===== src/hw/tcpwm_pkg.sv =====
// package: register map, field layouts and carrier types of the two-channel modulator
package tcpwm_pkg;

    // ------------------------------------------------------------------
    // register byte offsets
    // ------------------------------------------------------------------
    localparam logic [7:0] OFS_CONTROL  = 8'h00;
    localparam logic [7:0] OFS_PRESCALE = 8'h04;
    localparam logic [7:0] OFS_SCALE    = 8'h08;
    localparam logic [7:0] OFS_PERIOD   = 8'h0C;
    localparam logic [7:0] OFS_DUTY     = 8'h10;
    localparam logic [7:0] OFS_STATUS   = 8'h14;

    // ------------------------------------------------------------------
    // field positions and reset values
    // ------------------------------------------------------------------
    localparam int          CHANS        = 2;
    localparam int          CNT_W        = 8;
    localparam int          PRE_B_POS    = 4;
    localparam logic [7:0]  RST_CONTROL  = 8'h00;
    localparam logic [7:0]  RST_PRESCALE = 8'h00;
    localparam logic [15:0] RST_SCALE    = 16'h0000;
    localparam logic [15:0] RST_PERIOD   = 16'hFFFF;
    localparam logic [15:0] RST_DUTY     = 16'h8080;

    // control register, bit 7 down to bit 0
    typedef struct packed {
        logic [1:0] center_align_select;
        logic [1:0] chan_clock_select;
        logic [1:0] start_level_select;
        logic [1:0] chan_output_enable;
    } tcpwm_ctrl_t;

    // per-channel settings handed to a channel counter
    typedef struct packed {
        logic             enable;
        logic             start_level;
        logic             center;
        logic [CNT_W-1:0] period;
        logic [CNT_W-1:0] duty;
    } tcpwm_chcfg_t;

endpackage


===== src/hw/tcpwm_chan.sv =====
// one modulator channel: enable sync, counter, compare and output level
`timescale 1ns/10ps
module tcpwm_chan
#(
    parameter int CNT_W = tcpwm_pkg::CNT_W
)
(
    // clock and reset
    input  wire logic                hclk,
    input  wire logic                hresetn,
    // selected source clock as enable pulse
    input  wire logic                tick,
    input  wire tcpwm_pkg::tcpwm_chcfg_t cfg,
    // waveform and state
    output logic                     wave,
    output logic                     running
);
    logic [CNT_W-1:0] cnt;
    logic             up;
    logic             level;

    // compare: start level before duty count, opposite level after
    assign level = (cnt < cfg.duty) ? cfg.start_level : ~cfg.start_level;

    // run flag only rises on a source tick, so the wave starts on that clock
    always_ff @(posedge hclk or negedge hresetn)
    begin
        if (!hresetn)
            running <= 1'b0;
        else if (!cfg.enable)
            running <= 1'b0;
        else if (tick)
            running <= 1'b1;
    end

    // period counter, up only when left aligned, up and down when centred
    always_ff @(posedge hclk or negedge hresetn)
    begin
        if (!hresetn)
        begin
            cnt <= '0;
            up  <= 1'b1;
        end
        else if (!running)
        begin
            cnt <= '0;
            up  <= 1'b1;
        end
        else if (tick)
        begin
            if (!cfg.center)
                cnt <= (cnt >= cfg.period - 1'b1) ? '0 : cnt + 1'b1;
            else if (up)
            begin
                cnt <= (cnt >= cfg.period) ? cnt - 1'b1 : cnt + 1'b1;
                up  <= (cnt < cfg.period);
            end
            else
            begin
                cnt <= (cnt == '0) ? cnt + 1'b1 : cnt - 1'b1;
                up  <= (cnt == '0);
            end
        end
    end

    // output pin: driven to start level at once on enable, low when off
    always_ff @(posedge hclk or negedge hresetn)
    begin
        if (!hresetn)
            wave <= 1'b0;
        else if (!cfg.enable)
            wave <= 1'b0;
        else if (!running)
            wave <= cfg.start_level;
        else
            wave <= level;
    end
endmodule


===== src/hw/tcpwm_ctrl.sv =====
// top of the two-channel modulator: bus slave, prescaler and channel pair
`timescale 1ns/10ps

module tcpwm_ctrl
#(
    parameter int CNT_W = tcpwm_pkg::CNT_W
)
(
    // clock and reset
    input  wire logic        hclk,
    input  wire logic        hresetn,
    // ahb-lite slave
    input  wire logic        hsel,
    input  wire logic [31:0] haddr,
    input  wire logic [1:0]  htrans,
    input  wire logic        hwrite,
    input  wire logic [2:0]  hsize,
    input  wire logic [31:0] hwdata,
    input  wire logic        hready,
    output logic [31:0]      hrdata,
    output logic             hreadyout,
    output logic             hresp,
    // modulated output pins
    output logic [1:0]       wave_out
);
    // ------------------------------------------------------------------
    // registers and bus state
    // ------------------------------------------------------------------
    tcpwm_pkg::tcpwm_ctrl_t pwm_channel_control;
    logic [7:0]             prescale;
    logic [15:0]            scale;
    logic [15:0]            period;
    logic [15:0]            duty;
    logic                   wr_pend;
    logic [7:0]             wr_addr;
    logic                   addr_ok;
    logic [31:0]            next_rdata;

    // prescaler state
    logic [7:0]             presc_cnt;
    logic                   presc_on;
    logic [7:0]             mask_a;
    logic [7:0]             mask_b;
    logic                   a_tick;
    logic                   b_tick;
    logic [7:0]             scl_a_cnt;
    logic [7:0]             scl_b_cnt;
    logic                   scl_a_tick;
    logic                   scl_b_tick;
    logic [1:0]             src_tick;
    logic [1:0]             running;

    // ------------------------------------------------------------------
    // ahb-lite slave
    // ------------------------------------------------------------------

    // zero wait states, always OKAY; unmapped reads give zero
    assign hreadyout = 1'b1;
    assign hresp     = 1'b0;
    assign addr_ok   = hsel && htrans[1] && hready;

    // capture a write address phase, data follows in the next cycle
    always_ff @(posedge hclk or negedge hresetn)
    begin
        if (!hresetn)
        begin
            wr_pend <= 1'b0;
            wr_addr <= 8'h00;
        end
        else
        begin
            wr_pend <= addr_ok && hwrite;
            wr_addr <= haddr[7:0];
        end
    end

    // register writes; every field accepts a write at any time
    always_ff @(posedge hclk or negedge hresetn)
    begin
        if (!hresetn)
        begin
            pwm_channel_control <= tcpwm_pkg::RST_CONTROL;
            prescale            <= tcpwm_pkg::RST_PRESCALE;
            scale               <= tcpwm_pkg::RST_SCALE;
            period              <= tcpwm_pkg::RST_PERIOD;
            duty                <= tcpwm_pkg::RST_DUTY;
        end
        else if (wr_pend)
        begin
            unique case (wr_addr)
                tcpwm_pkg::OFS_CONTROL:  pwm_channel_control <= hwdata[7:0];
                tcpwm_pkg::OFS_PRESCALE: prescale <= hwdata[7:0];
                tcpwm_pkg::OFS_SCALE:    scale    <= hwdata[15:0];
                tcpwm_pkg::OFS_PERIOD:   period   <= hwdata[15:0];
                tcpwm_pkg::OFS_DUTY:     duty     <= hwdata[15:0];
                default:                 ;
            endcase
        end
    end

    // read mux, sampled at the address phase so data stands in the data phase
    always_comb
    begin
        next_rdata = 32'h0000_0000;
        unique case (haddr[7:0])
            tcpwm_pkg::OFS_CONTROL:  next_rdata = {24'h000000, pwm_channel_control};
            tcpwm_pkg::OFS_PRESCALE: next_rdata = {24'h000000, prescale};
            tcpwm_pkg::OFS_SCALE:    next_rdata = {16'h0000, scale};
            tcpwm_pkg::OFS_PERIOD:   next_rdata = {16'h0000, period};
            tcpwm_pkg::OFS_DUTY:     next_rdata = {16'h0000, duty};
            tcpwm_pkg::OFS_STATUS:   next_rdata = {27'h0000000, presc_on, running, wave_out};
            default:                 next_rdata = 32'h0000_0000;
        endcase
    end

    // read data register
    always_ff @(posedge hclk or negedge hresetn)
    begin
        if (!hresetn)
            hrdata <= 32'h0000_0000;
        else if (addr_ok && !hwrite)
            hrdata <= next_rdata;
    end

    // ------------------------------------------------------------------
    // prescaler: clocks A and B, and the scaled clocks of each
    // ------------------------------------------------------------------

    // shared counter sleeps with both channels off to save power
    assign presc_on = |pwm_channel_control.chan_output_enable;

    always_ff @(posedge hclk or negedge hresetn)
    begin
        if (!hresetn)
            presc_cnt <= 8'h00;
        else if (!presc_on)
            presc_cnt <= 8'h00;
        else
            presc_cnt <= presc_cnt + 8'h01;
    end

    // divide by two to the power of the select field
    assign mask_a = 8'((9'h001 << prescale[2:0]) - 9'h001);
    assign mask_b = 8'((9'h001 << prescale[tcpwm_pkg::PRE_B_POS +: 3]) - 9'h001);
    assign a_tick = presc_on && ((presc_cnt & mask_a) == mask_a);
    assign b_tick = presc_on && ((presc_cnt & mask_b) == mask_b);

    // scaled clocks divide A and B again by scale plus one
    assign scl_a_tick = a_tick && (scl_a_cnt == scale[7:0]);
    assign scl_b_tick = b_tick && (scl_b_cnt == scale[15:8]);

    always_ff @(posedge hclk or negedge hresetn)
    begin
        if (!hresetn)
            scl_a_cnt <= 8'h00;
        else if (!presc_on || scl_a_tick)
            scl_a_cnt <= 8'h00;
        else if (a_tick)
            scl_a_cnt <= scl_a_cnt + 8'h01;
    end

    always_ff @(posedge hclk or negedge hresetn)
    begin
        if (!hresetn)
            scl_b_cnt <= 8'h00;
        else if (!presc_on || scl_b_tick)
            scl_b_cnt <= 8'h00;
        else if (b_tick)
            scl_b_cnt <= scl_b_cnt + 8'h01;
    end

    // source choice; a switch mid-period simply changes the tick rate,
    // so one pulse may come out short or long
    assign src_tick[0] = pwm_channel_control.chan_clock_select[0] ? scl_a_tick : a_tick;
    assign src_tick[1] = pwm_channel_control.chan_clock_select[1] ? scl_b_tick : b_tick;

    // ------------------------------------------------------------------
    // channels
    // ------------------------------------------------------------------
    generate
        for (genvar ch = 0; ch < tcpwm_pkg::CHANS; ch++)
        begin : g_chan
            tcpwm_pkg::tcpwm_chcfg_t cfg;

            // polarity is read live, so a change applies from the next compare
            assign cfg.enable      = pwm_channel_control.chan_output_enable[ch];
            assign cfg.start_level = pwm_channel_control.start_level_select[ch];
            assign cfg.center      = pwm_channel_control.center_align_select[ch];
            assign cfg.period      = period[ch*8 +: 8];
            assign cfg.duty        = duty[ch*8 +: 8];

            tcpwm_chan #(.CNT_W(CNT_W)) u_chan
            (
                .hclk    (hclk),
                .hresetn (hresetn),
                .tick    (src_tick[ch]),
                .cfg     (cfg),
                .wave    (wave_out[ch]),
                .running (running[ch])
            );
        end
    endgenerate
endmodule


===== config.mk =====
export PLATFORM = sky130hd
export DESIGN_NAME = tcpwm_ctrl
export DESIGN_NICKNAME = d
export VERILOG_FILES = /design/src/hw/tcpwm_pkg.sv /design/src/hw/tcpwm_chan.sv /design/src/hw/tcpwm_ctrl.sv
export SDC_FILE = /design/constraint.sdc
export NUM_CORES = 1
export LEC_CHECK = 0
export BUFFER_PORTS_ARGS = -buffer_cell sky130_fd_sc_hd__buf_2
export CORE_ASPECT_RATIO = 0.5
export CORE_UTILIZATION = 54
export CTS_BUF_LIST = sky130_fd_sc_hd__clkbuf_2 sky130_fd_sc_hd__clkbuf_4 sky130_fd_sc_hd__clkbuf_8
export DETAILED_ROUTE_END_ITERATION = 7
export GPL_TIMING_DRIVEN = 0
export PLACE_DENSITY = 0.83
export SLEW_MARGIN = 20
export SYNTH_ARGS = -nofsm -noshare
export SYNTH_HDL_FRONTEND = slang
export SYNTH_SLANG_ARGS = --single-unit

===== constraint.sdc =====
create_clock -name hclk -period 2.6 [get_ports hclk]
set_input_delay 0 -clock hclk [delete_from_list [all_inputs] [get_ports hclk]]
set_output_delay 0 -clock hclk [all_outputs]
set_load 0.02 [all_outputs]

==> metrics.txt, run 1 <==
# TYPE chip_impl_metric gauge
chip_impl_info{name="outcome",value="finished, violations left"} 1
chip_impl_info{name="violations",value="setup timing"} 1
chip_impl_metric{name="synth_async_sr_flop_share",unit="%"} 100
chip_impl_metric{name="worstPathArrival",unit="ns"} 3.19
chip_impl_metric{name="routed_wirelength",unit="um"} 23300
chip_impl_metric{name="num-nets-final",unit=""} 1087
chip_impl_metric{name="layout.area.seq",unit="um^2"} 3380
chip_impl_metric{name="power-per-cell-area",unit="nW/um^2"} 426
chip_impl_info{name="netlist_top_cells_area",value="sky130_fd_sc_hd__dfrtp_1 (35%), sky130_fd_sc_hd__ha_1 (8.8%), sky130_fd_sc_hd__mux2_2 (7.4%)"} 1
chip_impl_metric{name="power.share.switching",unit="%"} 26.5
chip_impl_info{name="clock_root_cell",value="sky130_fd_sc_hd__clkbuf_8"} 1
chip_impl_metric{name="io_pins",unit=""} 110
chip_impl_metric{name="hold_violations",unit=""} 0
chip_impl_metric{name="intPower",unit="mW"} 3.15
chip_impl_metric{name="final_util",unit="%"} 68.4
chip_impl_metric{name="synth_area",unit="um^2"} 8250
chip_impl_info{name="timing.critical_path.cells",value="or3_4 > ha_4 > nor2_2 > a311oi_2 > o211ai_1 > a211o_2 > buf_12 > nor2_4 > nand3_2 > o221ai_2"} 1
chip_impl_metric{name="initial_antenna_violation_count",unit=""} 0
chip_impl_metric{name="cts-buffers-inserted",unit=""} 17
chip_impl_metric{name="synth-edff-count",unit=""} 0
chip_impl_metric{name="final_antenna_net_count",unit=""} 0
chip_impl_metric{name="die_h",unit="um"} 89.4
chip_impl_info{name="rsz0062_at_grt",value="true"} 1
chip_impl_info{name="synth_flop_cell",value="sky130_fd_sc_hd__dfrtp_1"} 1
chip_impl_metric{name="die_x",unit="um"} 177
chip_impl_metric{name="detailroute.via_count",unit=""} 7234
chip_impl_metric{name="synth.ff_latch_count",unit=""} 134
chip_impl_metric{name="p_switching",unit="mW"} 1.13
chip_impl_metric{name="design.die.area",unit="um^2"} 15800
chip_impl_metric{name="pwr-share-clk",unit="%"} 39.3
chip_impl_info{name="hold_path.class",value="input pin to asynchronous set/reset pin"} 1
chip_impl_metric{name="timing.clock.skew",unit="ns"} 0.0135
chip_impl_metric{name="place_worst_setup_slack",unit="ns"} -0.356
chip_impl_info{name="synthDominantAreaCellType",value="sky130_fd_sc_hd__dfrtp_1"} 1
chip_impl_metric{name="synth.top_cell.area_share",unit="%"} 34.6
chip_impl_metric{name="ys_seq_area_share",unit="%"} 40.9
chip_impl_metric{name="drive_above_1_share",unit="%"} 30.0
chip_impl_metric{name="largest_net_degree_at_the_start_of_global_routing",unit=""} 82
chip_impl_metric{name="gr-usage-all-layers",unit="%"} 29.4
chip_impl_metric{name="min_period",unit="ns"} 2.82
chip_impl_metric{name="clkSinkCount",unit=""} 134
chip_impl_metric{name="instances_no_fill",unit=""} 1166
chip_impl_metric{name="drt_first_iter_violations",unit=""} 745
chip_impl_metric{name="multi_input_area",unit="um^2"} 4820
chip_impl_metric{name="worst_setup_hold_path_clk_slew",unit="ns"} 0.08
chip_impl_info{name="mostFrequentLayoutCells",value="sky130_fd_sc_hd__dfrtp_1 (111), sky130_fd_sc_hd__nand2_1 (68), sky130_fd_sc_hd__o21ai_0 (61)"} 1
chip_impl_metric{name="period_share",unit="%"} 108
chip_impl_metric{name="power.leakage",unit="nW"} 4.72
chip_impl_metric{name="yosys.cell_types.count",unit=""} 73
chip_impl_metric{name="fillCellCount",unit=""} 1013
chip_impl_metric{name="cts_max_path_buffers",unit=""} 2
chip_impl_metric{name="post-route-worst-setup-slack",unit="ns"} -0.217
chip_impl_info{name="cts_tree",value="built"} 1
chip_impl_metric{name="drv.max_cap_violation_count",unit=""} 0
chip_impl_info{name="worst-setup-path-type",value="register to register"} 1
chip_impl_metric{name="core-area",unit="um^2"} 14700
chip_impl_metric{name="syn_to_final_growth",unit="%"} 21.7
chip_impl_metric{name="syn_avg_cell_area",unit="um^2"} 10.0
chip_impl_metric{name="via_count_of_the_first_global_routing_pass",unit=""} 7006
chip_impl_metric{name="rows",unit=""} 31
chip_impl_metric{name="maxClockFrequency",unit="MHz"} 355
chip_impl_metric{name="cpPeakStageDelay",unit="ns"} 0.45
chip_impl_info{name="slowest_stage",value="sky130_fd_sc_hd__a211o_2"} 1
chip_impl_metric{name="power_frac_seq",unit="%"} 50.8
chip_impl_metric{name="max_slew_margin",unit="%"} 47.6
chip_impl_metric{name="globalplace.congestion",unit=""} 0.904
chip_impl_info{name="most_common_cell_after_layout_fill_and_taps_aside",value="sky130_fd_sc_hd__dfrtp_1"} 1
chip_impl_metric{name="post-route-drc-count",unit=""} 0
chip_impl_metric{name="pwr-share-comb",unit="%"} 9.9
chip_impl_metric{name="clock_latency_late_sink",unit="ns"} 0.45
chip_impl_metric{name="yosysWarningCount",unit=""} 0
chip_impl_metric{name="overflow",unit=""} 0
chip_impl_metric{name="post_drt_via_cell_ratio",unit=""} 6.20
chip_impl_metric{name="routed_wire_length_per_instance",unit="um"} 20.0
chip_impl_metric{name="worst-endpoint-required",unit="ns"} 2.97
chip_impl_metric{name="path_max_fanout",unit=""} 5
chip_impl_metric{name="port-buffer-count",unit=""} 47
chip_impl_info{name="critical_path.endpoint_type",value="register"} 1
chip_impl_metric{name="tightestPinTransition",unit="ns"} 0.787
chip_impl_metric{name="num_antenna_cells",unit=""} 0
chip_impl_metric{name="place.detailed.hpwl",unit="um"} 14600
chip_impl_metric{name="ctsHtreeMaxLevel",unit=""} 4
chip_impl_metric{name="numPlacedInstances",unit=""} 1085
chip_impl_info{name="critical_path.startpoint_type",value="register"} 1
chip_impl_metric{name="grt_first_pass_wirelength",unit="um"} 35800
chip_impl_metric{name="timing_max_transition_violations_final",unit=""} 0
chip_impl_metric{name="starting_utilization_of_the_core_area",unit="%"} 56.1
chip_impl_metric{name="ir_drop",unit="uV"} 196
chip_impl_metric{name="syn_inst",unit=""} 823
chip_impl_metric{name="report.final.setup_viol",unit=""} 17
chip_impl_metric{name="drtPass1Iterations",unit=""} 7
-- sequential cells by signal, indices dropped and copies added, names as in the netlist, 6 cells and up --
name,flops
scl_a_cnt,8
hrdata,16
wr_addr,8
g_chan.cfg,6
scale,16
duty,16
scl_b_cnt,8
presc_cnt,7
prescale,8
period,16
g_chan.u_chan.cnt,16
-- synth_stat cells (20+ instances only) --
library cell              instances
sky130_fd_sc_hd__buf_4           20
sky130_fd_sc_hd__mux2_2          54
sky130_fd_sc_hd__nand2_1         73
sky130_fd_sc_hd__dfstp_2         20
sky130_fd_sc_hd__inv_1           44
sky130_fd_sc_hd__a21oi_1         20
sky130_fd_sc_hd__ha_1            58
sky130_fd_sc_hd__xor2_1          24
sky130_fd_sc_hd__dfrtp_1        114
sky130_fd_sc_hd__nor2_1          45
sky130_fd_sc_hd__o21ai_0         67
sky130_fd_sc_hd__nand3_1         23
-- per-layer routing --
metal,vias to the layer above,share of wire [%],routed length [um],track usage (%)
li1,3181,-,-,-
met3,101,6.8,1590,5.78
met1,3538,40,9370,36.1
met5,-,0,0,0
met2,414,49,11400,51.2
met4,0,3.9,899,13.4
-- power groups by stage --
stage | registers [mW] | logic (mW) | clock network (mW)
final | 2.17 | 0.425 | 1.68
after global routing | 2.18 | 0.458 | 1.77
after CTS | 2.17 | 0.380 | 1.68
after detailed placement | 2.21 | 0.325 | 0
after global placement | 2.20 | 0.304 | 0
after floorplan | 2.19 | 0.197 | 0
-- worst max-delay path, delay by kind of cell, from the launching register on --
family                   cells  cell delay, ns
buffers and inverters        1            0.17
AO/OA/AOI/OAI                4            1.09
adder cells (fa/ha/maj)      1            0.29
flip-flops                   1            0.43
AND/OR/NAND/NOR              4            0.75
-- metrics by stage --
stage	hold WS [ns]	instance area [um^2]	TNS, ns	power (mW)
finish	0.0726	10000	-1.85	4.28
global route	0.116	10000	-2.63	4.40
CTS	0.0591	9770	-0.0217	4.23
detailed placement	-0.0525	8840	-2.54	2.53
global placement	0.120	8810	-28.05	2.51
floorplan	-0.296	8320	0	2.39
-- cell families after synthesis --
| group | share of synthesized area, % |
|---|---|
| AO/OA/AOI/OAI | 13.5 |
| other | 0.0910 |
| flip-flops | 40.9 |
| buffers and inverters | 5.26 |
| XOR/XNOR | 4.14 |
| AND/OR/NAND/NOR | 15.6 |
| adder cells (fa/ha/maj) | 8.79 |
| multiplexers | 11.7 |
-- worst paths after layout --
check / cells after the start / endpoint / start / slack [ns]
max in group asynchronous: 3 / period[3] / hresetn / 1.74
min in group hclk: 4 / hrdata[5] / hready / 0.15
max reg2reg: 10 / g_chan[0].u_chan.cnt[4] / prescale[2] / -0.22
max: 10 / g_chan[0].u_chan.cnt[4] / prescale[2] / -0.22
min: 2 / g_chan[1].u_chan.cnt[2] / hresetn / 0.07
min reg2reg: 2 / hrdata[1] / hrdata[1] / 0.49
-- cell type report --
cell class,count,share of cell area [%]
plain buffers,43,2.65
clock buffers,22,2.83
clock inverters,10,0.822
inverters,45,1.71
multi-input cells,614,47.9
flip-flops and latches,134,33.7
well taps,198,2.47
repair buffers,100,7.94
-- what timing repair did --
item                                    CTS  global route
buffers inserted                         13             9
endpoints found under the setup margin   23            24
pin swaps                                15            25
endpoints found under the hold margin   199             0
gates resized for setup                  43            41
cloned                                    0             1
hold buffers                             29             0
No activity file was read; power rests on OpenSTA's default activity.
==> inputs of run 2 (changes only) <==
- BUFFER_PORTS_ARGS: -buffer_cell sky130_fd_sc_hd__buf_2 -> -buffer_cell sky130_fd_sc_hd__buf_4
- PLACE_DENSITY: 0.83 -> 0.77
==> run 2 against run 1 <==
Effect of this change:
- the flow still finishes with violations (setup timing)
- routed wire length shrank 10%
- final cell count shrank 0.43%
- register-to-register slack gained 0.14 ns
- critical path type unchanged
- highest routed layer unchanged
==> metrics.txt, run 2 (synthesized netlist as in run 1, its figures left out) <==
# TYPE chip_impl_metric gauge
chip_impl_metric{name="final_area",unit="um^2"} 10000
chip_impl_metric{name="die_x",unit="um"} 177
chip_impl_metric{name="timing_max_transition_violations_final",unit=""} 0
chip_impl_metric{name="initial_antenna_violation_count",unit=""} 0
chip_impl_metric{name="num-nets-final",unit=""} 1082
chip_impl_metric{name="clock_latency_late_sink",unit="ns"} 0.46
chip_impl_metric{name="place_worst_setup_slack",unit="ns"} -0.346
chip_impl_metric{name="final_antenna_net_count",unit=""} 0
chip_impl_metric{name="grt_first_pass_wirelength",unit="um"} 32900
chip_impl_info{name="worst-setup-path-type",value="register to register"} 1
chip_impl_metric{name="gr-usage-all-layers",unit="%"} 27.2
chip_impl_metric{name="worst_setup_hold_path_clk_slew",unit="ns"} 0.09
chip_impl_metric{name="routed_wirelength",unit="um"} 20900
chip_impl_metric{name="report.final.setup_viol",unit=""} 7
chip_impl_metric{name="io_pins",unit=""} 110
chip_impl_metric{name="hold_violations",unit=""} 0
chip_impl_metric{name="power_frac_seq",unit="%"} 48.7
chip_impl_info{name="critical_path.startpoint_type",value="register"} 1
chip_impl_metric{name="pwr-share-comb",unit="%"} 9.0
chip_impl_metric{name="starting_utilization_of_the_core_area",unit="%"} 56.1
chip_impl_info{name="mostFrequentLayoutCells",value="sky130_fd_sc_hd__dfrtp_1 (111), sky130_fd_sc_hd__buf_4 (83), sky130_fd_sc_hd__nand2_1 (72)"} 1
chip_impl_metric{name="post-route-worst-setup-slack",unit="ns"} -0.0729
chip_impl_metric{name="maxClockFrequency",unit="MHz"} 374
chip_impl_metric{name="drv.max_cap_violation_count",unit=""} 0
chip_impl_metric{name="drt_first_iter_violations",unit=""} 476
chip_impl_metric{name="overflow",unit=""} 0
chip_impl_metric{name="intPower",unit="mW"} 3.34
chip_impl_metric{name="power.share.switching",unit="%"} 25.2
chip_impl_info{name="hold_path.class",value="input pin to register"} 1
chip_impl_metric{name="num_antenna_cells",unit=""} 0
chip_impl_metric{name="placedInstanceArea",unit="um^2"} 8960
chip_impl_info{name="critical_path.endpoint_type",value="register"} 1
chip_impl_metric{name="largest_net_degree_at_the_start_of_global_routing",unit=""} 75
chip_impl_metric{name="min_period",unit="ns"} 2.67
chip_impl_metric{name="syn_to_final_growth",unit="%"} 21.7
chip_impl_metric{name="globalplace.congestion",unit=""} 0.899
chip_impl_metric{name="p_switching",unit="mW"} 1.12
chip_impl_metric{name="power-per-cell-area",unit="nW/um^2"} 444
chip_impl_metric{name="rows",unit=""} 31
chip_impl_metric{name="final.setup.tns",unit="ns"} -0.304
chip_impl_metric{name="core-area",unit="um^2"} 14700
chip_impl_info{name="clock_root_cell",value="sky130_fd_sc_hd__clkbuf_8"} 1
chip_impl_metric{name="timing.clock.skew",unit="ns"} 0.0172
chip_impl_metric{name="design.die.area",unit="um^2"} 15800
chip_impl_metric{name="die_h",unit="um"} 89.4
chip_impl_metric{name="power.leakage",unit="nW"} 4.71
chip_impl_metric{name="routed_wire_length_per_instance",unit="um"} 18.0
chip_impl_info{name="violations",value="setup timing"} 1
chip_impl_metric{name="ir_drop",unit="uV"} 353
chip_impl_metric{name="via_count_of_the_first_global_routing_pass",unit=""} 6558
chip_impl_info{name="gr_busiest_metal",value="met2"} 1
chip_impl_metric{name="grt.met3_usage",unit="%"} 5.57
chip_impl_info{name="cts_tree",value="built"} 1
chip_impl_metric{name="detailroute.via_count",unit=""} 6915
chip_impl_metric{name="met2_usage",unit="%"} 45.5
chip_impl_metric{name="clkSinkCount",unit=""} 134
chip_impl_metric{name="path_max_fanout",unit=""} 6
chip_impl_metric{name="cts_max_path_buffers",unit=""} 2
chip_impl_metric{name="ctsHtreeMaxLevel",unit=""} 4
chip_impl_metric{name="post_drt_via_cell_ratio",unit=""} 5.96
chip_impl_metric{name="post-route-drc-count",unit=""} 0
chip_impl_metric{name="fillCellCount",unit=""} 1073
chip_impl_info{name="outcome",value="finished, violations left"} 1
chip_impl_metric{name="place.detailed.hpwl",unit="um"} 14400
chip_impl_info{name="most_common_cell_after_layout_fill_and_taps_aside",value="sky130_fd_sc_hd__dfrtp_1"} 1
chip_impl_metric{name="drive_above_1_share",unit="%"} 27.8
chip_impl_metric{name="tightestPinTransition",unit="ns"} 0.787
chip_impl_metric{name="drtPass1Iterations",unit=""} 5
chip_impl_metric{name="worstPathArrival",unit="ns"} 3.05
chip_impl_metric{name="pwr-share-clk",unit="%"} 42.3
chip_impl_info{name="rsz0062_at_grt",value="true"} 1
chip_impl_metric{name="period_share",unit="%"} 103
chip_impl_metric{name="port-buffer-count",unit=""} 47
chip_impl_metric{name="global_route.usage.met1",unit="%"} 35.9
chip_impl_metric{name="worst-endpoint-required",unit="ns"} 2.98
chip_impl_metric{name="cts-buffers-inserted",unit=""} 17
chip_impl_metric{name="max_slew_margin",unit="%"} 47.5
==> run 2: changes by cell type in the layout (fill, tap and decap cells not counted), moves of 4 or more <==
cell                       change
sky130_fd_sc_hd__buf_2        -46
sky130_fd_sc_hd__nand2_2       -4
sky130_fd_sc_hd__buf_4        +46
sky130_fd_sc_hd__clkinv_2      -5
sky130_fd_sc_hd__nand2_1       +4
==> run 2: repair_timing <==
| item | 4_1_cts | 5_1_grt |
|---|---|---|
| pin swaps | 12 | 7 |
| gates resized for setup | 36 | 24 |
| hold buffers | 28 | 0 |
| setup endpoints to repair | 16 | 21 |
| hold endpoints to repair | 197 | 0 |
| buffers inserted | 12 | 7 |
| gates cloned | 0 | 0 |
==> run 2: power by group through the flow <==
stage | clock network (mW) | logic (mW) | registers, mW
after floorplan | 0 | 0.197 | 2.19
after global placement | 0 | 0.320 | 2.20
after detailed placement | 0 | 0.336 | 2.20
after CTS | 1.90 | 0.387 | 2.17
after global routing | 2.00 | 0.442 | 2.18
final | 1.89 | 0.402 | 2.17
==> run 2: routing by layer <==
metal / vias up / wire, um
met1: 3480 / 9360
met4: 0 / 341
met2: 216 / 10200
met5: - / 0
met3: 37 / 1000
li1: 3182 / -
==> run 2: worst max-delay path, stage by stage, from the launching register on <==
cell	delay (ns)
sky130_fd_sc_hd__dfstp_2	0.61
sky130_fd_sc_hd__inv_2	0.08
sky130_fd_sc_hd__ha_4	0.17
sky130_fd_sc_hd__nand3_4	0.09
sky130_fd_sc_hd__nor3_2	0.05
sky130_fd_sc_hd__xnor2_1	0.13
sky130_fd_sc_hd__ha_1	0.31
sky130_fd_sc_hd__and3_4	0.17
sky130_fd_sc_hd__a221oi_4	0.29
sky130_fd_sc_hd__o32ai_4	0.18
sky130_fd_sc_hd__nor2_4	0.18
sky130_fd_sc_hd__buf_4	0.13
sky130_fd_sc_hd__nand3b_1	0.08
sky130_fd_sc_hd__a21oi_1	0.13
==> run 2: worst paths after layout <==
check | from | end | slack (ns) | cells past startpoint
max in group asynchronous | hresetn | period[3] | 1.74 | 3
worst max-delay path | period[1] | g_chan[0].u_chan.cnt[6] | -0.07 | 13
worst max register to register | period[1] | g_chan[0].u_chan.cnt[6] | -0.07 | 13
worst min register to register | hrdata[1] | hrdata[1] | 0.49 | 2
worst min-delay path | hready | hrdata[0] | 0.02 | 3
min in group asynchronous | hresetn | g_chan[1].u_chan.cnt[2] | 0.09 | 2
==> run 2: area by class of cell <==
type                            count  area, um^2  share of cell area (%)
Multi-Input combinational cell    614        4740                    47.2
Timing Repair Buffer               95         818                    8.15
Clock buffer                       21         277                    2.75
Clock inverter                     11         150                    1.49
Tap cell                          198         248                    2.47
Buffer                             43         263                    2.62
Sequential cell                   134        3380                    33.7
Inverter                           45         169                    1.68
==> run 2: metrics by stage <==
stage                     utilization [%]  total power [mW]  hold WS (ns)  std cells
after floorplan                         -              2.39        -0.296        839
after global placement               60.7              2.52         0.118       1084
after detailed placement             60.9              2.54       -0.0220       1085
after CTS                            67.3              4.45       0.00340       1154
after global routing                 68.3              4.62        0.0126       1161
final                                68.3              4.46        0.0167       1161
